### config.mk
export PLATFORM = sky130hd
export DESIGN_NAME = pcc_engine
export DESIGN_NICKNAME = d
export VERILOG_FILES = /design/src/design/pcc_pkg.sv /design/src/design/pcc_aes_arb.sv /design/src/design/pcc_engine.sv
export VERILOG_INCLUDE_DIRS = /design/src /design/src/design
export SDC_FILE = /design/constraint.sdc
export NUM_CORES = 2
export LEC_CHECK = 0
export ABC_CLOCK_PERIOD_IN_PS = 6390
export CORE_ASPECT_RATIO = 0.8
export CORE_MARGIN = 4
export CORE_UTILIZATION = 35
export DETAILED_ROUTE_END_ITERATION = 7
export DONT_BUFFER_PORTS = 1
export GPL_TIMING_DRIVEN = 0
export SETUP_SLACK_MARGIN = 0.3
export SLEW_MARGIN = 30
export SYNTH_ARGS = -nofsm -noshare
export SYNTH_HDL_FRONTEND = slang
export SYNTH_HIERARCHICAL = 1
export SYNTH_SLANG_ARGS = --single-unit
### constraint.sdc
create_clock -name clk_sys -period 6.39 [get_ports clk_sys]
set_clock_uncertainty 0.1 [all_clocks]
set_input_delay 0.9585 -clock clk_sys [delete_from_list [all_inputs] [get_ports clk_sys]]
set_output_delay 0.9585 -clock clk_sys [all_outputs]
set_load 0.01 [all_outputs]
### src/design/pcc_map.svh
// Packet cipher constants: layouts and counts.
// Assumes byte-wide DMA and a 250 MHz system clock.
`ifndef PCC_MAP_SVH
`define PCC_MAP_SVH

// Configuration structure byte offsets
`define PCC_CFG_KEY      8'h00
`define PCC_CFG_CTR      8'h10
`define PCC_CFG_CTR_TOP  8'h14
`define PCC_CFG_DIR      8'h18
`define PCC_CFG_IV       8'h19
`define PCC_CFG_LAST     8'h20

// Packet layout in RAM
`define PCC_PKT_HDR      8'h00
`define PCC_PKT_LEN      8'h01
`define PCC_PKT_RFU      8'h02
`define PCC_PKT_BODY     8'h03

// Lengths
`define PCC_KS_DEFAULT   8'h1B
`define PCC_KS_MAX       8'hFB
`define PCC_MIC_LEN      8'h04
`define PCC_DEC_MIN      8'h05
`define PCC_LEN_MASK5    8'h1F
`define PCC_LEN_MASK8    8'hFF

// Block formatting flags
`define PCC_FLAG_CTR     8'h01
`define PCC_FLAG_B0      8'h49
`define PCC_AAD_LEN      16'h0001

// DMA stall limit
`define PCC_DMA_WAIT_NS  1000
`define PCC_CLK_MHZ      250
`define PCC_DMA_WAIT_CYC ((`PCC_DMA_WAIT_NS * `PCC_CLK_MHZ) / 1000)

`endif

### src/design/pcc_pkg.sv
// Types of the packet cipher engine.
// Constants live in pcc_map.svh.
package pcc_pkg;

    typedef enum logic [3:0] {
        PCC_IDLE = 4'h0,
        PCC_CFG  = 4'h1,
        PCC_KSA  = 4'h2,
        PCC_KSW  = 4'h3,
        PCC_HDR  = 4'h4,
        PCC_HDW  = 4'h5,
        PCC_MAC0 = 4'h6,
        PCC_MAC1 = 4'h7,
        PCC_BODY = 4'h8,
        PCC_MACB = 4'h9,
        PCC_MIC  = 4'hA
    } pcc_state_e;

    typedef enum logic [1:0] {
        PCC_OWN_NONE = 2'h0,
        PCC_OWN_CCM  = 2'h1,
        PCC_OWN_AAR  = 2'h2,
        PCC_OWN_ECB  = 2'h3
    } pcc_owner_e;

    typedef logic [127:0] pcc_block_t;

endpackage

### src/design/pcc_aes_arb.sv
// Shared AES core arbiter, three users.
// Requests are levels held until done.
`timescale 1ns/1ps
module pcc_aes_arb
    import pcc_pkg::*;
(
    input  wire logic clk_sys,
    input  wire logic rst,
    input  wire logic req_ccm,
    input  wire logic req_aar,
    input  wire logic req_ecb,
    output logic      gnt_ccm,
    output logic      gnt_aar,
    output logic      gnt_ecb,
    output logic      ecb_abort
);
    pcc_owner_e own_q;
    pcc_owner_e own_d;
    logic       abort_d;

    always_comb
    begin
        own_d   = own_q;
        abort_d = 1'b0;
        case (own_q)
            PCC_OWN_NONE:
            begin
                if (req_ccm)
                    own_d = PCC_OWN_CCM;
                else if (req_aar)
                    own_d = PCC_OWN_AAR;
                else if (req_ecb)
                    own_d = PCC_OWN_ECB;
            end
            PCC_OWN_CCM:
                if (!req_ccm)
                    own_d = PCC_OWN_NONE;
            PCC_OWN_AAR:
                if (!req_aar)
                    own_d = PCC_OWN_NONE;
            default:
            begin
                // RULE20 block cipher loses
                if (req_ccm || req_aar)
                begin
                    abort_d = 1'b1;
                    own_d   = req_ccm ? PCC_OWN_CCM : PCC_OWN_AAR;
                end
                else if (!req_ecb)
                    own_d = PCC_OWN_NONE;
            end
        endcase
    end

    always_ff @(posedge clk_sys)
    begin
        if (rst)
        begin
            own_q     <= PCC_OWN_NONE;
            gnt_ccm   <= 1'b0;
            gnt_aar   <= 1'b0;
            gnt_ecb   <= 1'b0;
            ecb_abort <= 1'b0;
        end
        else
        begin
            own_q     <= own_d;
            gnt_ccm   <= (own_d == PCC_OWN_CCM);
            gnt_aar   <= (own_d == PCC_OWN_AAR);
            gnt_ecb   <= (own_d == PCC_OWN_ECB);
            ecb_abort <= abort_d;
        end
    end
endmodule

### src/design/pcc_engine.sv
// Packet cipher engine over byte DMA.
// Assumes an external AES-128 core and shared RAM.
// How it works
// RULE1 - Each cipher_run_task needs fresh keystream
// RULE2 - Task starts keystream, then done
// RULE3 - Structure and mode set first
// RULE4 - Keystream kept in work area
// RULE5 - Default length gives 27 byte keystream
// RULE6 - Extended length from limit, capped 251; above 240 code writes block 16 over block 0 in the work area
// RULE7 - Keystream no shorter than payload
// RULE8 - Shortcut needs pointers set early
// RULE9 - Encrypt XORs, appends four byte code
// RULE10 - Encrypt task, then done
// RULE11 - Encrypt adds four to length
// RULE12 - Zero length encrypt copies unchanged
// RULE13 - Length width chosen by mode
// RULE14 - Decrypt, verify code, report pass or fail
// RULE15 - Code covers masked header and payload
// RULE16 - Decrypt task, then done
// RULE17 - Decrypt subtracts four from length field
// RULE18 - Decrypt lengths one to four fail
// RULE19 - Zero length decrypt copies and passes
// RULE20 - Shared AES, block cipher loses
// RULE21 - AES-128 counter mode with CBC-MAC
// RULE22 - DMA idle before any done event
// RULE23 - Stalled DMA raises error
// RULE24 - Mode sampled at each task trigger
// RULE25 - Pass flag held until next decrypt
// RULE26 - No keystream, no cipher_run_task output
`timescale 1ns/1ps
`include "pcc_map.svh"
module pcc_engine
    import pcc_pkg::*;
(
    input  wire logic        clk_sys,
    input  wire logic        rst,
    input  wire logic        keystream_gen_task,
    input  wire logic        cipher_run_task,
    input  wire logic        mode_decrypt,
    input  wire logic        mode_extended,
    input  wire logic        mode_len8,
    input  wire logic        short_ks_to_cipher_run_task,
    input  wire logic [31:0] config_struct_pointer,
    input  wire logic [31:0] input_packet_pointer,
    input  wire logic [31:0] output_packet_pointer,
    input  wire logic [31:0] work_area_pointer,
    input  wire logic [7:0]  keystream_length_limit,
    input  wire logic [7:0]  header_bit_mask,
    output logic             keystream_done_event,
    output logic             cipher_done_event,
    output logic             error_event,
    output logic             integrity_pass,
    output logic             busy,
    output logic             dma_req,
    output logic             dma_we,
    output logic [31:0]      dma_addr,
    output logic [7:0]       dma_wdata,
    input  wire logic [7:0]  dma_rdata,
    input  wire logic        dma_ack,
    output logic             aes_start,
    output pcc_pkg::pcc_block_t aes_key,
    output pcc_pkg::pcc_block_t aes_block,
    input  wire pcc_pkg::pcc_block_t aes_result,
    input  wire logic        aes_done,
    input  wire logic        aar_aes_req,
    input  wire logic        ecb_aes_req,
    output logic             aar_aes_gnt,
    output logic             ecb_aes_gnt,
    output logic             block_cipher_abort_event
);
    import pcc_pkg::*;

    pcc_state_e  st_q, st_d;
    logic [1:0]  ph_q, ph_d;
    logic [7:0]  idx_q, idx_d;
    logic [4:0]  blk_n_q, blk_n_d, nb_q, nb_d;
    logic [7:0]  len_q, len_d, plen_q, plen_d, hdr_q, hdr_d, rfu_q, rfu_d;
    logic [7:0]  ks_b_q, ks_b_d, in_b_q, in_b_d;
    logic [103:0] nonce_q, nonce_d;
    pcc_block_t  key_q, key_d, mac_q, mac_d, pb_q, pb_d, res_q, res_d;
    pcc_block_t  aes_blk_d;
    logic        dec_q, dec_d, l8_q, l8_d, sc_q, sc_d;
    logic [31:0] inp_q, inp_d, outp_q, outp_d, scr_q, scr_d, cnf_q, cnf_d;
    logic        ksv_q, ksv_d, ok_q, ok_d, pass_d;
    logic        ksd_d, cd_d, err_d;
    logic        req_d, we_d, areq_q, areq_d, run_q, run_d, go_d;
    logic [31:0] addr_d;
    logic [7:0]  wd_d;
    logic [7:0]  wt_q, wt_d;
    logic        ack, fin, gnt, aes_st;
    logic [7:0]  wmask, lenf, kslen, s0b, p;
    pcc_block_t  src;
    int          k;

    function automatic logic [31:0] at(input logic [31:0] b, input logic [7:0] o, input logic [7:0] i);
        at = b + {24'h0, o} + {24'h0, i};
    endfunction

    pcc_aes_arb u_arb (
        .clk_sys   (clk_sys),
        .rst       (rst),
        .req_ccm   (areq_q),
        .req_aar   (aar_aes_req),
        .req_ecb   (ecb_aes_req),
        .gnt_ccm   (gnt),
        .gnt_aar   (aar_aes_gnt),
        .gnt_ecb   (ecb_aes_gnt),
        .ecb_abort (block_cipher_abort_event)
    );

    // ------------------------------------------------------------
    // Sequencer
    // ------------------------------------------------------------
    always_comb
    begin
        k = int'(idx_q);
        st_d = st_q; ph_d = ph_q; idx_d = idx_q; blk_n_d = blk_n_q; nb_d = nb_q;
        len_d = len_q; plen_d = plen_q; hdr_d = hdr_q; rfu_d = rfu_q;
        ks_b_d = ks_b_q; in_b_d = in_b_q; nonce_d = nonce_q; key_d = key_q;
        mac_d = mac_q; pb_d = pb_q; res_d = res_q; aes_blk_d = aes_block;
        dec_d = dec_q; l8_d = l8_q; sc_d = sc_q; inp_d = inp_q; outp_d = outp_q;
        scr_d = scr_q; cnf_d = cnf_q; ksv_d = ksv_q; ok_d = ok_q;
        pass_d = integrity_pass; ksd_d = 1'b0; cd_d = 1'b0; err_d = 1'b0;
        ack = dma_req & dma_ack;
        fin = run_q & aes_done;
        req_d = dma_req & ~dma_ack; we_d = dma_we; addr_d = dma_addr; wd_d = dma_wdata;
        areq_d = areq_q; run_d = run_q; go_d = 1'b0;
        wt_d = (dma_req && !dma_ack) ? wt_q + 8'h01 : 8'h00;
        // RULE13 length width
        wmask = l8_q ? `PCC_LEN_MASK8 : `PCC_LEN_MASK5;
        lenf  = len_q & wmask;
        // RULE5 default size, RULE6 extended size capped
        kslen = !mode_extended ? `PCC_KS_DEFAULT :
                (keystream_length_limit > `PCC_KS_MAX) ? `PCC_KS_MAX : keystream_length_limit;
        s0b = res_q[(15 - k[3:0]) * 8 +: 8];
        p   = dec_q ? (in_b_q ^ ks_b_q) : in_b_q;
        // RULE21 counter and CBC-MAC block formats
        case (st_q)
            PCC_KSA:  src = {`PCC_FLAG_CTR, nonce_q, 11'h0, blk_n_q};
            PCC_MAC0: src = {`PCC_FLAG_B0, nonce_q, 8'h00, plen_q};
            // RULE15 masked header in the code
            PCC_MAC1: src = mac_q ^ {`PCC_AAD_LEN, hdr_q & header_bit_mask, 104'h0};
            default:  src = mac_q ^ pb_q;
        endcase
        aes_st = (st_q == PCC_KSA) || (st_q == PCC_MAC0) || (st_q == PCC_MAC1) || (st_q == PCC_MACB);
        // RULE20 wait for the shared core
        if (aes_st && !areq_q)
        begin
            areq_d    = 1'b1;
            aes_blk_d = src;
        end
        else if (areq_q && gnt && !run_q)
        begin
            go_d  = 1'b1;
            run_d = 1'b1;
        end
        if (fin)
        begin
            res_d  = aes_result;
            run_d  = 1'b0;
            areq_d = 1'b0;
        end
        case (st_q)
            PCC_IDLE:
            begin
                // RULE2 start keystream, RULE24 sample mode
                if (keystream_gen_task)
                begin
                    dec_d = mode_decrypt; l8_d = mode_len8; sc_d = short_ks_to_cipher_run_task;
                    cnf_d = config_struct_pointer; scr_d = work_area_pointer;
                    inp_d = input_packet_pointer; outp_d = output_packet_pointer;
                    nb_d  = 5'(({1'b0, kslen} + 9'h00F) >> 4) + 5'h01;
                    ksv_d = 1'b0; idx_d = 8'h00; st_d = PCC_CFG;
                end
                else if (cipher_run_task)
                begin
                    dec_d = mode_decrypt; l8_d = mode_len8;
                    inp_d = input_packet_pointer; outp_d = output_packet_pointer;
                    // RULE26 refuse without keystream
                    if (!ksv_q)
                        err_d = 1'b1;
                    else
                    begin
                        // RULE1 keystream used up
                        ksv_d = 1'b0; idx_d = 8'h00; st_d = PCC_HDR;
                        // RULE25 cleared at decrypt start
                        if (mode_decrypt)
                            pass_d = 1'b0;
                    end
                end
            end
            PCC_CFG:
            begin
                if (ack)
                begin
                    if (idx_q < `PCC_CFG_CTR)
                        key_d[(15 - k) * 8 +: 8] = dma_rdata;
                    else if (idx_q < `PCC_CFG_CTR_TOP)
                        nonce_d[(28 - k) * 8 +: 8] = dma_rdata;
                    else if (idx_q == `PCC_CFG_CTR_TOP)
                        nonce_d[70:64] = dma_rdata[6:0];
                    else if (idx_q == `PCC_CFG_DIR)
                        nonce_d[71] = dma_rdata[0];
                    else if (idx_q >= `PCC_CFG_IV)
                        nonce_d[(32 - k) * 8 +: 8] = dma_rdata;
                    idx_d = idx_q + 8'h01;
                    if (idx_q == `PCC_CFG_LAST)
                    begin
                        blk_n_d = 5'h00; st_d = PCC_KSA;
                    end
                end
                else if (!dma_req)
                begin
                    req_d = 1'b1; we_d = 1'b0; addr_d = at(cnf_q, idx_q, 8'h00);
                end
            end
            PCC_KSA:
                if (fin)
                begin
                    idx_d = 8'h00; st_d = PCC_KSW;
                end
            PCC_KSW:
            begin
                // RULE4 keystream into the work area
                if (ack)
                begin
                    idx_d = idx_q + 8'h01;
                    if (idx_q[3:0] == 4'hF)
                    begin
                        blk_n_d = blk_n_q + 5'h01;
                        st_d    = PCC_KSA;
                        if (blk_n_q + 5'h01 == nb_q)
                        begin
                            // RULE2 done event, RULE22 DMA already idle
                            ksd_d = 1'b1; ksv_d = 1'b1; st_d = PCC_IDLE;
                            // Shortcut keeps sampled modes
                            if (sc_q)
                            begin
                                ksv_d = 1'b0; idx_d = 8'h00; st_d = PCC_HDR;
                                if (dec_q)
                                    pass_d = 1'b0;
                            end
                        end
                    end
                end
                else if (!dma_req)
                begin
                    req_d = 1'b1; we_d = 1'b1;
                    addr_d = at(scr_q, {blk_n_q[3:0], 4'h0}, {4'h0, idx_q[3:0]});
                    wd_d = s0b;
                end
            end
            PCC_HDR:
            begin
                if (ack)
                begin
                    idx_d = idx_q + 8'h01;
                    if (idx_q == `PCC_PKT_HDR)
                        hdr_d = dma_rdata;
                    else if (idx_q == `PCC_PKT_LEN)
                        len_d = dma_rdata;
                    else
                    begin
                        rfu_d = dma_rdata; idx_d = 8'h00; st_d = PCC_HDW;
                    end
                end
                else if (!dma_req)
                begin
                    req_d = 1'b1; we_d = 1'b0; addr_d = at(inp_q, idx_q, 8'h00);
                end
            end
            PCC_HDW:
            begin
                if (ack)
                begin
                    idx_d = idx_q + 8'h01;
                    if (idx_q == `PCC_PKT_RFU)
                    begin
                        idx_d = 8'h00; mac_d = '0; pb_d = '0;
                        plen_d = dec_q ? lenf - `PCC_MIC_LEN : lenf;
                        // RULE12 RULE19 empty packet passes through
                        if (lenf == 8'h00)
                        begin
                            cd_d = 1'b1; st_d = PCC_IDLE;
                            if (dec_q)
                                pass_d = 1'b1;
                        end
                        // RULE18 too short to carry a code
                        else if (dec_q && lenf < `PCC_DEC_MIN)
                        begin
                            cd_d = 1'b1; pass_d = 1'b0; st_d = PCC_IDLE;
                        end
                        else
                            st_d = PCC_MAC0;
                    end
                end
                else if (!dma_req)
                begin
                    req_d = 1'b1; we_d = 1'b1; addr_d = at(outp_q, idx_q, 8'h00);
                    if (idx_q == `PCC_PKT_HDR)
                        wd_d = hdr_q;
                    else if (idx_q == `PCC_PKT_RFU)
                        wd_d = rfu_q;
                    // RULE11 plus four, RULE17 minus four
                    else if (lenf == 8'h00 || (dec_q && lenf < `PCC_DEC_MIN))
                        wd_d = len_q;
                    else
                        wd_d = (len_q & ~wmask) |
                               ((dec_q ? lenf - `PCC_MIC_LEN : lenf + `PCC_MIC_LEN) & wmask);
                end
            end
            PCC_MAC0:
                if (fin)
                begin
                    mac_d = aes_result; st_d = PCC_MAC1;
                end
            PCC_MAC1:
                if (fin)
                begin
                    mac_d = aes_result; ph_d = 2'h0; st_d = PCC_BODY;
                end
            PCC_BODY:
            begin
                // RULE9 RULE14 XOR with stored keystream
                if (ack)
                begin
                    ph_d = ph_q + 2'h1;
                    if (ph_q == 2'h0)
                        ks_b_d = dma_rdata;
                    else if (ph_q == 2'h1)
                        in_b_d = dma_rdata;
                    else
                    begin
                        pb_d[(15 - k[3:0]) * 8 +: 8] = p;
                        ph_d  = 2'h0;
                        idx_d = idx_q + 8'h01;
                        if (idx_q[3:0] == 4'hF || idx_q + 8'h01 == plen_q)
                            st_d = PCC_MACB;
                    end
                end
                else if (!dma_req)
                begin
                    req_d = 1'b1; we_d = (ph_q == 2'h2); wd_d = in_b_q ^ ks_b_q;
                    if (ph_q == 2'h0)
                        addr_d = at(scr_q, 8'h10, idx_q);
                    else if (ph_q == 2'h1)
                        addr_d = at(inp_q, `PCC_PKT_BODY, idx_q);
                    else
                        addr_d = at(outp_q, `PCC_PKT_BODY, idx_q);
                end
            end
            PCC_MACB:
                if (fin)
                begin
                    mac_d = aes_result; pb_d = '0; ph_d = 2'h0;
                    st_d = PCC_BODY;
                    if (idx_q == plen_q)
                    begin
                        idx_d = 8'h00; ok_d = 1'b1; st_d = PCC_MIC;
                    end
                end
            PCC_MIC:
            begin
                // RULE9 code = MAC xor first counter block
                if (ack)
                begin
                    ph_d = ph_q + 2'h1;
                    if (ph_q == 2'h0)
                        ks_b_d = dma_rdata ^ mac_q[(15 - k) * 8 +: 8];
                    else
                    begin
                        if (dma_rdata != ks_b_q)
                            ok_d = 1'b0;
                        ph_d  = 2'h0;
                        idx_d = idx_q + 8'h01;
                        if (idx_q == `PCC_MIC_LEN - 8'h01)
                        begin
                            // RULE10 RULE16 done, RULE14 status
                            cd_d = 1'b1; st_d = PCC_IDLE;
                            if (dec_q)
                                pass_d = ok_d;
                        end
                    end
                end
                else if (!dma_req)
                begin
                    req_d = 1'b1; we_d = (ph_q == 2'h1) && !dec_q; wd_d = ks_b_q;
                    if (ph_q == 2'h0)
                        addr_d = at(scr_q, idx_q, 8'h00);
                    else
                        addr_d = at(dec_q ? inp_q : outp_q, `PCC_PKT_BODY, plen_q + idx_q);
                end
            end
            default:
                st_d = PCC_IDLE;
        endcase
        // RULE23 stalled RAM access aborts
        if (wt_q == 8'(`PCC_DMA_WAIT_CYC))
        begin
            err_d = 1'b1; req_d = 1'b0; areq_d = 1'b0; run_d = 1'b0;
            ksv_d = 1'b0; st_d = PCC_IDLE; wt_d = 8'h00;
        end
    end

    // ------------------------------------------------------------
    // Registers
    // ------------------------------------------------------------
    always_ff @(posedge clk_sys)
    begin
        if (rst)
        begin
            st_q <= PCC_IDLE; ph_q <= 2'h0; idx_q <= 8'h00; blk_n_q <= 5'h00; nb_q <= 5'h00;
            len_q <= 8'h00; plen_q <= 8'h00; hdr_q <= 8'h00; rfu_q <= 8'h00;
            ks_b_q <= 8'h00; in_b_q <= 8'h00; nonce_q <= '0; key_q <= '0;
            mac_q <= '0; pb_q <= '0; res_q <= '0; aes_block <= '0;
            dec_q <= 1'b0; l8_q <= 1'b0; sc_q <= 1'b0;
            inp_q <= '0; outp_q <= '0; scr_q <= '0; cnf_q <= '0;
            ksv_q <= 1'b0; ok_q <= 1'b0; integrity_pass <= 1'b0;
            keystream_done_event <= 1'b0; cipher_done_event <= 1'b0; error_event <= 1'b0;
            dma_req <= 1'b0; dma_we <= 1'b0; dma_addr <= '0; dma_wdata <= 8'h00;
            areq_q <= 1'b0; run_q <= 1'b0; aes_start <= 1'b0; wt_q <= 8'h00; busy <= 1'b0;
        end
        else
        begin
            st_q <= st_d; ph_q <= ph_d; idx_q <= idx_d; blk_n_q <= blk_n_d; nb_q <= nb_d;
            len_q <= len_d; plen_q <= plen_d; hdr_q <= hdr_d; rfu_q <= rfu_d;
            ks_b_q <= ks_b_d; in_b_q <= in_b_d; nonce_q <= nonce_d; key_q <= key_d;
            mac_q <= mac_d; pb_q <= pb_d; res_q <= res_d; aes_block <= aes_blk_d;
            dec_q <= dec_d; l8_q <= l8_d; sc_q <= sc_d;
            inp_q <= inp_d; outp_q <= outp_d; scr_q <= scr_d; cnf_q <= cnf_d;
            ksv_q <= ksv_d; ok_q <= ok_d; integrity_pass <= pass_d;
            keystream_done_event <= ksd_d; cipher_done_event <= cd_d; error_event <= err_d;
            dma_req <= req_d; dma_we <= we_d; dma_addr <= addr_d; dma_wdata <= wd_d;
            areq_q <= areq_d; run_q <= run_d; aes_start <= go_d; wt_q <= wt_d;
            busy <= (st_d != PCC_IDLE);
        end
    end

    assign aes_key = key_q;
endmodule

== Yosys cells after proc, flatten, opt, wreduce, memory -nomap -nowiden ==
Index checks and enable logic that the tools add are counted.
Storage, ports and cells
  flip-flop bits (word level): 1013
  input port bits: 292
  output and inout bits: 307
Cells by class
  magnitude comparators: 5
  eq/ne operators: 80
  shifts and indexed selects: 10
  reduce and logical (&&, ||, !) cells: 73
  mux-type cells: 203
  add/sub/neg operators: 31
  bitwise logic cells: 23
Operators with widths (number)
  $mux 128: 7
  $pmux 128 s3: 2
  $mux 32: 21
  $mux 8: 42
  $add 32x8->32: 9
  $bwmux 128: 2
  $pmux 128 s2: 1
  $bwmux 104: 2
  $mux 104: 2
  $shift 8x33->104 const A: 2
  $shiftx 8x33->104: 2
  $pmux 32 s6: 1
  $shift 8x33->128 const A: 1
  $shift 8x34->128 const A: 1
  $shiftx 128x12->8: 1
  $shiftx 128x33->8: 1
  $shiftx 8x33->128: 1
  $shiftx 8x34->128: 1
  $xor 128x113->128: 1
  $xor 128x128->128: 1
  $neg 12->33: 3
  $add 32x2->32 const B: 3
  $mux 4: 24
  $ne 2x2->1 const B: 43
  other kinds (81): 251

== Longest topological paths before layout ==
  depth in word-level cells: 12
  depth in mapped cells: 21

== Modules after synthesis ==
The synthesis kept the hierarchy.
Modules (own cells, without submodules)
  pcc_engine: area each 53664.0 µm², instances 1, cells an instance 6860, seq. area each 20159.3 µm²
  pcc_aes_arb: area each 236.5 µm², instances 1, cells an instance 23, seq. area each 120.1 µm²

== Worst setup path after synthesis ==
Ideal clock, no wire load.
  path type: register to register
  start point: register idx_q[0]
  end point: register nonce_q[34]
  stages on the path, launching flop included: 20
  setup slack: 0.871 ns
  arrival time: 5.291 ns
  required time: 6.162 ns
  library setup time: 0.128 ns
  path through: dfxtp_1 buf_2 buf_2 clkinv_1 ha_1 or2_2 buf_2 o32a_1 nor3_1 nand2_1 ha_1 nor4bb_1 nand2_1 nor3_2 or4b_4 a311o_1 buf_4 a211oi_4 mux2i_1 nor2_1
On the way
  cells in the longest elaborated chain, start to end: 8
  elaborated cells on any way between the ends: 24
  classes of those cells: add/sub: 4; order compare: 3; eq/ne: 4; shift: 4; mux: 6; bitwise: 1; reduce/logical: 2
RTL lines
  from (decl): line pcc_engine.sv:75  | logic [7:0] idx_q, idx_d;
  from (signal assigned): line pcc_engine.sv:425  | st_q <= st_d; ph_q <= ph_d; idx_q <= idx_d; blk_n_q <= blk_n_d; nb_q <= nb_d;
  $sub 6x8->9: line pcc_engine.sv:205  | nonce_d[(32 - k) * 8 +: 8] = dma_rdata;
  $neg 12->33: line pcc_engine.sv:205
  $shiftx 8x33->104 / $shift 8x33->104 (equally long branches): line pcc_engine.sv:205
  $bwmux 104: line pcc_engine.sv:205
  $mux 104: line pcc_engine.sv:204  | else if (idx_q >= `PCC_CFG_IV)
  $mux 71: line pcc_engine.sv:202  | else if (idx_q == `PCC_CFG_DIR)
  $mux 64: line pcc_engine.sv:200  | else if (idx_q == `PCC_CFG_CTR_TOP)
  $mux 104: line pcc_engine.sv:198  | else if (idx_q < `PCC_CFG_CTR_TOP)
  to (signal assigned): line pcc_engine.sv:427  | ks_b_q <= ks_b_d; in_b_q <= in_b_d; nonce_q <= nonce_d; key_q <= key_d;
  to (decl): line pcc_engine.sv:79  | logic [103:0] nonce_q, nonce_d;
Several ways; a longest one is shown, not always the timed one. The select of a mux whose other input is x is not followed.
A chain may end at the register's enable or synchronous reset.

== Worst setup path after layout ==
  start point: register dec_q
  end point: register dma_addr[17]
On the way
  cells in the longest elaborated chain, start to end: 7
RTL lines
  from (decl): line pcc_engine.sv:82  | logic dec_q, dec_d, l8_q, l8_d, sc_q, sc_d;
  from (signal assigned): line pcc_engine.sv:416  | dec_q <= 1'b0; l8_q <= 1'b0; sc_q <= 1'b0;
  from (signal assigned): line pcc_engine.sv:429  | dec_q <= dec_d; l8_q <= l8_d; sc_q <= sc_d;
  $mux 32: line pcc_engine.sv:391  | addr_d = at(dec_q ? inp_q : outp_q, `PCC_PKT_BODY, plen_q + idx_q);
  $add 32x2->32: line pcc_engine.sv:96  | at = b + {24'h0, o} + {24'h0, i};
  $add 32x8->32: line pcc_engine.sv:96
  $mux 32: line pcc_engine.sv:388  | if (ph_q == 2'h0)
  $mux 32: line pcc_engine.sv:385  | else if (!dma_req)
  $mux 32: line pcc_engine.sv:365  | if (ack)
  $pmux 32 s6: line pcc_engine.sv:163  | case (st_q)
  to (signal assigned): line pcc_engine.sv:433  | dma_req <= req_d; dma_we <= we_d; dma_addr <= addr_d; dma_wdata <= wd_d;
  to (decl): line pcc_engine.sv:56  | output logic [31:0] dma_addr,
Every way passes these cells. The select of a mux whose other input is x is not followed.

==> impl_metrics.tcl <==
set metrics [dict create \
    antenna_found_initial 36 \
    synthCells 6883 \
    clk_latency_ns 0.81 \
    seq_power_share_pct 44.0 \
    end_kind "register" \
    required_ns 6.93 \
    nets 7474 \
    critical_path_class "reg -> reg" \
    routed_via_density 6.342 \
    ys_seq_area_share_pct 37.62 \
    startpoint "dec_q" \
    fp.dieH_um 359 \
    cts.path.max_buffers 3 \
    clkPwrFrac_pct 47.6 \
    gp_congestion 1.110 \
    clock-sinks 1013 \
    min_path_type "in -> reg" \
    p_sw_uw 4085 \
    dr.pass1.iters 8 \
    htreeDepth 3 \
    num_vias 58240 \
    finalPower_uw 14790 \
    post-route-util_pct 40.34 \
    irDropWorstVdd_uv 202.5 \
    cp_max_fo 10 \
    cellLeakagePower_uw 0.02030 \
    power.internal_uw 10710 \
    drc 0 \
    synth_area_um2 53900 \
    post-route-min-period_ns 6.099 \
    critical_path_arrival_ns 6.64 \
    detail-route-antenna-nets 0 \
    min_from "rst" \
    rsz0062_at_grt "no" \
    synth.distinct_cells 110 \
    tritoncts "built" \
    worst_slew_pin_slew_ns 1.184 \
    grt_max_degree 17 \
    synth_edf_count 0 \
    setup_viol 0 \
    synth-warning-count 6 \
    core-area_um2 152600 \
    track_usage_pct 37.63 \
    grt_pass1_wl_mm 424.1 \
    start_kind "register" \
    routed_wl_mm 318.1 \
    slew_violations 0 \
    synth_top_flop_cell "dfxtp_1" \
    area_growth_pct 14.22 \
    max_cap_violations 0 \
    die_x_um 446.8 \
    pwr-share-comb_pct 8.4 \
    hold_buffers 0 \
    start_util_pct 35.32 \
    status "completed" \
    grt_pass1_vias 51250 \
    power.density_nw_per_um2 240.3 \
    die_area_um2 160400 \
    r2r-start "dec_q" \
    drive_gt1_share_pct 7.427 \
    async_reset_ff_share_pct 0 \
    root_buffer "clkbuf_16" \
    io_pins 599 \
    cts_inserted_buffers 111 \
    port_buffers 0 \
    cts.clk_slew.worst_paths_ns 0.06 \
    drtIter0Drc 9649 \
    ys_ff_latch 1013 \
    fin_crit_sh_pct 95.45 \
    avgSynthCellArea_um2 7.831 \
    fp-row-count 128 \
    sw_frac_of_total_pct 27.61 \
    max-slew-margin-rel_pct 20.47 \
    fmax_ghz 0.1639 \
    routedWlPerCell_um 34.65 \
    dpl.hpwl_mm 255.9 \
    finalHoldViolCount 0 \
    grt_overflow_total 0 \
    syn-num-nets 7318 \
]
-- cell type report --
class	count	area, µm²
plain buffers	535	2185
inverters	80	315.3
well taps	2015	2521
fillers	15670	91060
clock inverters	55	740.7
multi-input cells	5255	31750
clock buffers	155	3174
flip-flops and latches	1013	20300
diodes	32	80.08
repair buffers	43	498.0
-- sequential cells by signal, indices dropped and copies added (netlist names), 104 cells and up --
signal,cells
mac_q,128
res_q,128
pb_q,128
aes_key,128
nonce_q,104
aes_block,128
-- per-layer routing --
metal | track usage, % | vias to the layer above | wire length (µm)
met5 | 0.6888 | - | 441
met4 | 14.23 | 16 | 14650
met3 | 21.32 | 654 | 55560
met2 | 48.25 | 4231 | 117800
met1 | 51.16 | 28550 | 129700
li1 | - | 24790 | -
-- power groups by stage --
stage                     Clock (µW)  Combinational, µW  Sequential [µW]
after floorplan                    0                645             6590
after global placement             0               1110             6660
after detailed placement           0               1130             6650
after CTS                       7050               1150             6510
after global routing            7310               1270             6510
final                           7040               1240             6520
-- critical path, stage by stage, from the launching register on --
cell and delay [ns]:
dfxtp_1 0.32, clkbuf_4 0.27, buf_4 0.29, buf_4 0.28
buf_4 0.33, buf_4 0.31, buf_2 0.24, buf_6 0.21
buf_6 0.25, mux2i_1 0.13, ha_1 0.30, inv_1 0.04
ha_1 0.23, fa_1 0.44, a211oi_2 0.26, o21bai_1 0.17
o211ai_1 0.31, clkbuf_4 0.32, nor3b_1 0.09, xor2_1 0.41
o221ai_1 0.17, a21oi_1 0.30, a311oi_1 0.14
-- cells in the final DEF (no fill, tap or decap), types with 51 or more instances in the layout --
| cell | n |
|---|---|
| a221oi_1 | 126 |
| nor3_1 | 140 |
| dfxtp_1 | 1007 |
| a211oi_1 | 186 |
| xnor2_1 | 204 |
| a21oi_1 | 725 |
| clkbuf_1 | 442 |
| mux2i_1 | 180 |
| a31oi_1 | 54 |
| o21ai_0 | 237 |
| clkbuf_16 | 112 |
| ha_1 | 131 |
| nand3_1 | 358 |
| xor2_1 | 106 |
| mux4_2 | 59 |
| nand2_1 | 1121 |
| nor2_1 | 808 |
| a22oi_1 | 51 |
| inv_1 | 77 |
-- per-stage QoR --
stage / setup WS (ns) / instances / instance area (µm²) / hold slack (ns) / TNS [ns]
after floorplan: 0.8712 / 6883 / 53900 / 0.3237 / 0
after global placement: -2.329 / 8898 / 56420 / 0.3386 / -278.80
after detailed placement: -1.938 / 8916 / 56880 / 0.3457 / -193.30
after CTS: 0.1744 / 9136 / 61160 / 0.1471 / 0
after global routing: 0.2964 / 9162 / 61510 / 0.1565 / 0
final: 0.2905 / 9183 / 61560 / 0.1870 / 0
-- Yosys cell counts, types with 10 or more instances --
cell type,count,area share (%)
a211oi_1,190,2.6
a21o_1,22,0.31
a21oi_1,732,6.8
a221oi_1,129,2.1
a22oi_1,52,0.72
a311oi_1,24,0.39
a31oi_1,55,0.64
and2_1,30,0.35
and3_1,24,0.28
and4_1,11,0.18
buf_1,41,0.29
buf_2,26,0.24
clkbuf_1,466,3.2
dfxtp_1,1013,38
fa_1,12,0.45
ha_1,131,3.0
inv_1,79,0.55
mux2_2,14,0.29
mux2i_1,182,3.4
mux4_2,59,2.5
nand2_1,1121,7.8
nand2b_1,37,0.43
nand3_1,359,3.3
nand3b_1,14,0.19
nand4_1,47,0.55
nand4b_1,12,0.19
nor2_1,817,5.7
nor2b_1,31,0.36
nor3_1,156,1.4
nor3b_1,26,0.36
nor4_1,39,0.45
nor4b_1,15,0.24
o211ai_1,37,0.52
o21a_1,13,0.18
o21ai_0,240,2.2
o21bai_1,14,0.19
o221ai_1,38,0.62
o22ai_1,35,0.41
o32ai_1,11,0.18
or2_2,17,0.20
or3_1,27,0.31
or4_1,10,0.14
xnor2_1,206,3.3
xor2_1,113,1.8
-- repair_timing --
item                                    4_1_cts  5_1_grt
hold endpoints to repair                      0        0
gates resized for setup                      73       41
cloned                                        0        0
pin swaps                                     8        2
setup buffers                                10       14
endpoints found under the setup margin      416      184
-- cells by family (layout without fill, tap and decap cells) --
| kind of cell | count (synthesis) | in the layout | share of synthesized area [%] |
|---|---|---|---|
| simple gates | 2827 | 2827 | 23.16 |
| mux | 255 | 255 | 6.138 |
| flops | 1013 | 1013 | 37.62 |
| buf+inv | 615 | 868 | 4.364 |
| other cells | 0 | 32 | 0 |
| fa+ha+maj | 144 | 144 | 3.505 |
| compound gates | 1709 | 1709 | 19.99 |
| xor+xnor | 320 | 320 | 5.225 |
-- path summary, 6_finish.rpt --
check	slack, ns	end	cells after the start
max reg2reg	0.29	dma_addr[17]	22
min	0.19	u_arb/own_q[1]	1
max	0.29	dma_addr[17]	22
min reg2reg	0.35	res_q[92]	2
Power figures use the tool's default switching activity.
